File: src/include/arc_consts.svh
// Purpose: Offsets, field positions, reset values and masks of the reference control bank.
// Assumes: Eight-bit register port; byte offsets as seen by software.
// Notes: Definitions only.
// Functional notes
// - High offset register returns offset bits 9:2.
// - Low register: offset bits 1:0, rest zero.
// - Offset value is per-part, captured from fuses.
// - Source select 00 ext, 01 supply, 10 digital, 11 fast.
// - Bit 5 picks ground pin or analog ground pin.
// - Bit 2 enables the temperature sensor.
// - Disabled sensor output is high impedance.
// - Fast reference follows converter demand automatically.
// - Analog ground used in tracking and conversion.
// - Sensor sampling always uses internal chip ground.
// - Fast reference conversion uses internal chip ground.
// - Control bits 7:6 and 1:0 read zero.
`ifndef ARC_CONSTS_SVH
`define ARC_CONSTS_SVH

// ============================================================
// Register offsets
`define ARC_OFF_OFFSET_LOW 8'h85
`define ARC_OFF_OFFSET_HIGH 8'h86
`define ARC_OFF_REF_CTRL 8'hd1

// ============================================================
// Field positions
`define ARC_GND_BIT 5
`define ARC_VREF_MSB 4
`define ARC_VREF_LSB 3
`define ARC_SENS_BIT 2
`define ARC_CAL_HIGH_MSB 9
`define ARC_CAL_HIGH_LSB 2
`define ARC_CAL_LOW_MSB 1
`define ARC_CAL_LOW_LSB 0

// ============================================================
// Reset values and masks
`define ARC_REF_CTRL_RESET 8'h18
`define ARC_REF_CTRL_WMASK 8'h3c
`define ARC_CAL_RESET 10'h000
`define ARC_READ_IDLE 8'h00

`endif

File: src/include/arc_pkg.sv
// Purpose: Types shared by the reference control bank.
// Assumes: Nothing beyond the constants header.
// Notes: No constants live here.
package arc_pkg;

    // ============================================================
    // Voltage reference sources
    typedef enum logic [1:0] {
        ARC_VREF_EXT_PIN = 2'b00,
        ARC_VREF_SUPPLY = 2'b01,
        ARC_VREF_DIGITAL = 2'b10,
        ARC_VREF_FAST = 2'b11
    } arc_vref_e;

    // ============================================================
    // Calibration capture states
    typedef enum logic [0:0] {
        ARC_CAP_WAIT = 1'b0,
        ARC_CAP_HELD = 1'b1
    } arc_cap_e;

endpackage

File: src/core/arc_ground_mux.sv
// Purpose: Chooses the converter ground reference from the select bit and the phase.
// Assumes: Phase and input flags come from converter logic on the same clock.
// Notes: Purely combinational; the caller registers the result.
`timescale 1ns/1ps
module arc_ground_mux (
    // Configuration
    input wire logic ground_ref_sel,
    input wire logic fast_ref_selected,
    // Converter phase
    input wire logic tracking,
    input wire logic converting,
    input wire logic temp_selected,
    // Result
    output logic use_analog_ground
);

    // ============================================================
    // Ground choice
    always_comb begin
        use_analog_ground = ground_ref_sel;
        if (tracking && temp_selected) begin
            use_analog_ground = 1'b0;
        end
        if (converting && fast_ref_selected) begin
            use_analog_ground = 1'b0;
        end
    end

endmodule

File: src/core/arc_regs.sv
// Purpose: Reference control and sensor offset registers of the converter unit.
// Assumes: Register master and converter logic share this clock.
// Notes: Offset value is taken from fuse outputs once after reset release.
`timescale 1ns/1ps
`include "arc_consts.svh"
module arc_regs #(
    parameter int ADDR_WIDTH = 8,
    parameter int CAL_WIDTH = 10
) (
    // Clock and reset
    input wire logic clock,
    input wire logic reset,
    // Register port
    input wire logic [ADDR_WIDTH-1:0] reg_addr,
    input wire logic [7:0] reg_wdata,
    input wire logic reg_wr,
    input wire logic reg_rd,
    output logic [7:0] reg_rdata,
    // Per-part calibration fuses
    input wire logic [CAL_WIDTH-1:0] cal_fuse_value,
    // Converter activity
    input wire logic conv_demand,
    input wire logic conv_tracking,
    input wire logic conv_converting,
    input wire logic conv_temp_selected,
    // Analog controls
    output logic [1:0] vref_source_sel,
    output logic fast_ref_enable,
    output logic ground_use_analog,
    output logic sensor_enable_bit,
    output logic sensor_output_hiz
);

    // ============================================================
    // Elaboration checks
    if (CAL_WIDTH != 10) begin : g_bad_cal
        $error("arc_regs: offset value must be ten bits wide");
    end
    if (ADDR_WIDTH < 8) begin : g_bad_addr
        $error("arc_regs: address must be at least eight bits wide");
    end

    // ============================================================
    // Declarations
    localparam logic [ADDR_WIDTH-1:0] OffLow = ADDR_WIDTH'(`ARC_OFF_OFFSET_LOW);
    localparam logic [ADDR_WIDTH-1:0] OffHigh = ADDR_WIDTH'(`ARC_OFF_OFFSET_HIGH);
    localparam logic [ADDR_WIDTH-1:0] OffCtrl = ADDR_WIDTH'(`ARC_OFF_REF_CTRL);

    logic [7:0] ctrl_q;
    logic [7:0] ctrl_d;
    logic [CAL_WIDTH-1:0] cal_q;
    logic [CAL_WIDTH-1:0] cal_d;
    arc_pkg::arc_cap_e cap_q;
    arc_pkg::arc_cap_e cap_d;
    logic [7:0] rdata_q;
    logic [7:0] rdata_d;
    logic fast_q;
    logic fast_d;
    logic analog_ground_pin_q;
    logic analog_ground_pin_d;
    logic hiz_q;
    logic hiz_d;
    logic fast_selected;
    logic analog_ground_pin_choice;

    // ============================================================
    // Calibration capture
    always_comb begin
        cap_d = cap_q;
        cal_d = cal_q;
        case (cap_q)
            arc_pkg::ARC_CAP_WAIT: begin
                cal_d = cal_fuse_value;
                cap_d = arc_pkg::ARC_CAP_HELD;
            end
            arc_pkg::ARC_CAP_HELD: begin
                cal_d = cal_q;
            end
            default: begin
                cap_d = arc_pkg::ARC_CAP_WAIT;
            end
        endcase
    end

    always_ff @(posedge clock or posedge reset) begin
        if (reset) begin
            cap_q <= arc_pkg::ARC_CAP_WAIT;
            cal_q <= `ARC_CAL_RESET;
        end else begin
            cap_q <= cap_d;
            cal_q <= cal_d;
        end
    end

    // ============================================================
    // Control register
    always_comb begin
        ctrl_d = ctrl_q;
        if (reg_wr && reg_addr == OffCtrl) begin
            ctrl_d = reg_wdata & `ARC_REF_CTRL_WMASK;
        end
    end

    always_ff @(posedge clock or posedge reset) begin
        if (reset) begin
            ctrl_q <= `ARC_REF_CTRL_RESET;
        end else begin
            ctrl_q <= ctrl_d;
        end
    end

    // ============================================================
    // Read path
    always_comb begin
        rdata_d = `ARC_READ_IDLE;
        if (reg_rd) begin
            case (reg_addr)
                OffHigh: begin
                    rdata_d = cal_q[`ARC_CAL_HIGH_MSB:`ARC_CAL_HIGH_LSB];
                end
                OffLow: begin
                    rdata_d = {cal_q[`ARC_CAL_LOW_MSB:`ARC_CAL_LOW_LSB], 6'h00};
                end
                OffCtrl: begin
                    rdata_d = ctrl_q & `ARC_REF_CTRL_WMASK;
                end
                default: begin
                    rdata_d = `ARC_READ_IDLE;
                end
            endcase
        end
    end

    always_ff @(posedge clock or posedge reset) begin
        if (reset) begin
            rdata_q <= `ARC_READ_IDLE;
        end else begin
            rdata_q <= rdata_d;
        end
    end

    // ============================================================
    // Analog control outputs
    assign fast_selected = ctrl_q[`ARC_VREF_MSB:`ARC_VREF_LSB] == arc_pkg::ARC_VREF_FAST;

    arc_ground_mux u_ground_mux (
        .ground_ref_sel(ctrl_q[`ARC_GND_BIT]),
        .fast_ref_selected(fast_selected),
        .tracking(conv_tracking),
        .converting(conv_converting),
        .temp_selected(conv_temp_selected),
        .use_analog_ground(analog_ground_pin_choice)
    );

    always_comb begin
        fast_d = fast_selected && conv_demand;
        analog_ground_pin_d = analog_ground_pin_choice;
        hiz_d = !ctrl_d[`ARC_SENS_BIT];
    end

    always_ff @(posedge clock or posedge reset) begin
        if (reset) begin
            fast_q <= 1'b0;
            analog_ground_pin_q <= 1'b0;
            hiz_q <= 1'b1;
        end else begin
            fast_q <= fast_d;
            analog_ground_pin_q <= analog_ground_pin_d;
            hiz_q <= hiz_d;
        end
    end

    assign reg_rdata = rdata_q;
    assign vref_source_sel = ctrl_q[`ARC_VREF_MSB:`ARC_VREF_LSB];
    assign sensor_enable_bit = ctrl_q[`ARC_SENS_BIT];
    assign sensor_output_hiz = hiz_q;
    assign fast_ref_enable = fast_q;
    assign ground_use_analog = analog_ground_pin_q;
endmodule

File: config.mk
export PLATFORM = sky130hd
export DESIGN_NAME = arc_regs
export DESIGN_NICKNAME = d
export VERILOG_FILES = /design/src/include/arc_pkg.sv /design/src/core/arc_ground_mux.sv /design/src/core/arc_regs.sv
export VERILOG_INCLUDE_DIRS = /design/src /design/src/include
export SDC_FILE = /design/constraint.sdc
export NUM_CORES = 1
export LEC_CHECK = 0
export ABC_AREA = 1
export BUFFER_PORTS_ARGS = -buffer_cell sky130_fd_sc_hd__buf_2
export CELL_PAD_IN_SITES_DETAIL_PLACEMENT = 0
export CELL_PAD_IN_SITES_GLOBAL_PLACEMENT = 1
export CORE_ASPECT_RATIO = 1.2
export CORE_MARGIN = 2
export CORE_UTILIZATION = 37
export CTS_CLUSTER_DIAMETER = 60
export DETAILED_ROUTE_END_ITERATION = 7
export PLACE_DENSITY = 0.89
export SYNTH_ARGS = -nofsm -noshare
export SYNTH_HDL_FRONTEND = slang
export SYNTH_SLANG_ARGS = --single-unit
File: constraint.sdc
create_clock -name clock -period 3.2 [get_ports clock]
set_clock_uncertainty 0.2 [all_clocks]
set_input_delay 0.32 -clock clock [delete_from_list [all_inputs] [get_ports clock]]
set_output_delay 0.32 -clock clock [all_outputs]
set_load 0.05 [all_outputs]
==> results.md <==
* Mapped cell area at 1110 µm²
* Final estimated routing congestion in global placement at 0.716
* Buffers plus inverters on the worst setup path at 1
* Root buffer cell: sky130_fd_sc_hd__clkbuf_4
* Ys flop type: sky130_fd_sc_hd__dfrtp_1
* Flops & latches, synth at 26
* Detailed Route WL at 2140 µm
* Number of vias in the routed layout at 879
* Number of cells in the finished layout apart from fillers at 186
* Most area-consuming cells after synthesis: sky130_fd_sc_hd__dfrtp_1 52%, sky130_fd_sc_hd__mux2_2 10%, sky130_fd_sc_hd__dfstp_2 7.1%
* Highest layer used for signal routing: met4
* Number of clock buffers inserted by TritonCTS at 3
* Commonest cells post-synth: 23 x sky130_fd_sc_hd__dfrtp_1, 13 x sky130_fd_sc_hd__inv_1, 13 x sky130_fd_sc_hd__nand3_1
* Metal1 wirelength at 842 µm
* Routed length on met2 at 1140 µm
* Class of the most critical hold timing path: in2async
* Total inserted antenna cells at 0
* Number of setup violations in the final report at 0
* Final hold slack at -0.0186 ns
* Pwr per Cell Area at 413 nW/µm²
* Avg Inst Size Synth at 11.0 µm²
* CTS Buffer Depth at 2
* Latest clock arrival within the worst-skew pair at 0.32 ns
* Half-perimeter wire length after placement at 1650 µm
* Power Total at 0.000597 W
* Shortest clock period the worst path allows after layout at 1.70 ns
* Largest driver fanout on the critical path at 5
* Share of final-layout standard cells stronger than drive strength 1 at 0.461
* Syn_nets at 135
* Synthesis-to-layout area growth at 30.7%
* Outcome: finished with violations
* Kind of cell adding the most delay to the critical path: flip-flops
* Post-synth ARST share at 1.00
* Type of element launching the critical path: register
* Overall die height at 63.9 µm
* Clock transition at the register clock pins on the worst setup and hold paths after CTS at 0.13 ns
* GRT Resource Usage Total at 0.133
* Layout Cell Area excl Fill at 1450 µm²
* Count of flip-flops with a built-in enable after synthesis at 0
* Layout filler cell count at 246
* Residual antenna-violating net count after detailed routing at 0
* Clock tree from TritonCTS: built
* Number of nets in the layout at 187
* Tightest slew margin relative to the limit at 0.385
* First-iteration detailed-routing DRC count at 26
* Leakage dissipation at 0.741 nW
* RSZ-0062 raised after global routing: no
* Peak per-stage delay on the critical path at 0.59 ns
* Max-cap check violation count at 0
* Postcts setup bufs at 0
* Initial core utilization at 0.393
* Die boundary width at 53.9 µm
* Largest vdd supply drop at 0.000282 V
* Data arrival time of the critical path at 1.18 ns
* Synthesized instance count at 101
* Site row count at 21
* Detailed Routing Iterations Pass 1 at 4
* Input/output buffers at 43
* Failing checks: negative hold slack
* Routed via count divided by cell count at 4.73
* Number of slew-limit violations in the final report at 0
* Io pins at 48
* Most frequent cell after synthesis: sky130_fd_sc_hd__dfrtp_1
* Number of antenna violations at the first check in global routing at 0
* Critical path, cell by cell: buf_2
* Setup_tns at 0 ns
* H-tree Lvls at 1
* Seq/Total Area, Yosys at 0.592
* Number of placed instances with taps included at 177
* WL per Instance at 11.5 µm
* Type of the worst setup path: reg2out
* Wire length of the first global-routing pass at 3380 µm
* Standard cell with the maximum stage delay on the critical path: sky130_fd_sc_hd__dfstp_2
* Synth Warn # at 0
* Remaining global-route overflow at 0
* Fin crit share at 0.530
* Core Region at 2810 µm²
* Instance area at placement at 1360 µm²
* Distinct cell type count of the synthesized netlist at 17
* Area enclosed by the die boundary at 3440 µm²
* Share of Yosys cell area claimed by the top area cell type at 0.520
* Routed wl met3 at 97 µm
* Final Hold Violating Endpoints at 23
* Maximum frequency from static timing analysis at 0.589 GHz
* CTS Sinks at 26
* Required time of the critical path at 2.68 ns
* Count of unresolved DRC violations after routing at 0
* Worst slew pin tran at 0.922 ns
* Maximum number of pins on one net before global-route repair at 27
* Vias in the first global route at 865
* Critical path endpoint category: output port
* Area leader, netlist: sky130_fd_sc_hd__dfrtp_1
## final cells by class
class,count,area (µm²),area share
well taps,34,42.5,0.0294
inverters,14,52.6,0.0364
clock buffers,4,36.3,0.0251
repair buffers,48,265,0.184
multi-input cells,60,394,0.273
flip-flops and latches,26,654,0.453
## flip-flops by register name, indices dropped and copies added (netlist names)
signal,count
cal_q,10
cap_q,1
ctrl_q,4
fast_ref_enable,1
ground_use_analog,1
reg_rdata,8
sensor_output_hiz,1
## metal layers
layer,vias to the layer above,GRT usage
li1,429,-
met1,419,0.142
met2,24,0.236
met3,7,0.0140
met4,0,0.0833
met5,-,0
## logic make-up (layout without fill, tap and decap cells)
logic type      count (synthesis)  after routing  synth area share
other cells                     1              1           0.00339
compound gates                 11             11            0.0498
simple gates                   38             38             0.201
flops                          26             26             0.592
buf+inv                        15             66            0.0520
mux                            10             10             0.102
## per-stage QoR
stage	util	setup slack [ns]
6_report	0.514	1.50
5_1_grt	0.514	1.47
4_1_cts	0.514	1.50
3_5_place_dp	0.483	1.81
3_3_place_gp	0.483	1.85
2_1_floorplan	-	1.98
## final timing paths
check                                     endpoint               from  depth (start not counted)  slack [ns]
worst min register to register           ctrl_q[3]          ctrl_q[3]                          2        0.31
worst min-delay path                      cal_q[4]              reset                          2       -0.02
worst max-delay path            vref_source_sel[1]          ctrl_q[4]                          1        1.50
worst max register to register   ground_use_analog          ctrl_q[4]                          4        1.59
min in group clock                        cal_q[4]  cal_fuse_value[4]                          2        0.02
max in group asynchronous                 cal_q[7]              reset                          2        2.26
## repair_timing
action / CTS / global route
endpoints found under the hold margin: 4 / 0
resized for setup: 0 / 0
hold buffers: 5 / 0
## power breakdown
group          internal (W)  switching (W)  total [W]
Sequential         0.000347      0.0000111   0.000358
Clock             0.0000696      0.0000922   0.000162
Combinational     0.0000357      0.0000417  0.0000774
Total              0.000452       0.000145   0.000597
## placed cells by master, fill, tap and decap left out
cell type                       synthesis  final
sky130_fd_sc_hd__buf_2                  1     43
sky130_fd_sc_hd__dlygate4sd3_1          0      5
sky130_fd_sc_hd__nor2_4                 4      4
sky130_fd_sc_hd__nand3_1               13     13
sky130_fd_sc_hd__clkbuf_4               0      3
sky130_fd_sc_hd__conb_1                 1      1
sky130_fd_sc_hd__dfrtp_1               23     23
sky130_fd_sc_hd__nand2_1               10     10
sky130_fd_sc_hd__nor3b_1                2      2
sky130_fd_sc_hd__nor2_1                 3      3
sky130_fd_sc_hd__nand3_4                1      1
sky130_fd_sc_hd__and3_1                 1      1
sky130_fd_sc_hd__inv_1                 13     13
sky130_fd_sc_hd__clkbuf_8               0      1
sky130_fd_sc_hd__a21oi_1                7      7
sky130_fd_sc_hd__inv_2                  1      1
sky130_fd_sc_hd__dfstp_2                3      3
sky130_fd_sc_hd__mux2_2                10     10
sky130_fd_sc_hd__o21ai_1                4      4
sky130_fd_sc_hd__nand2_2                4      4
Note: power is estimated with default switching activity, not from simulation.
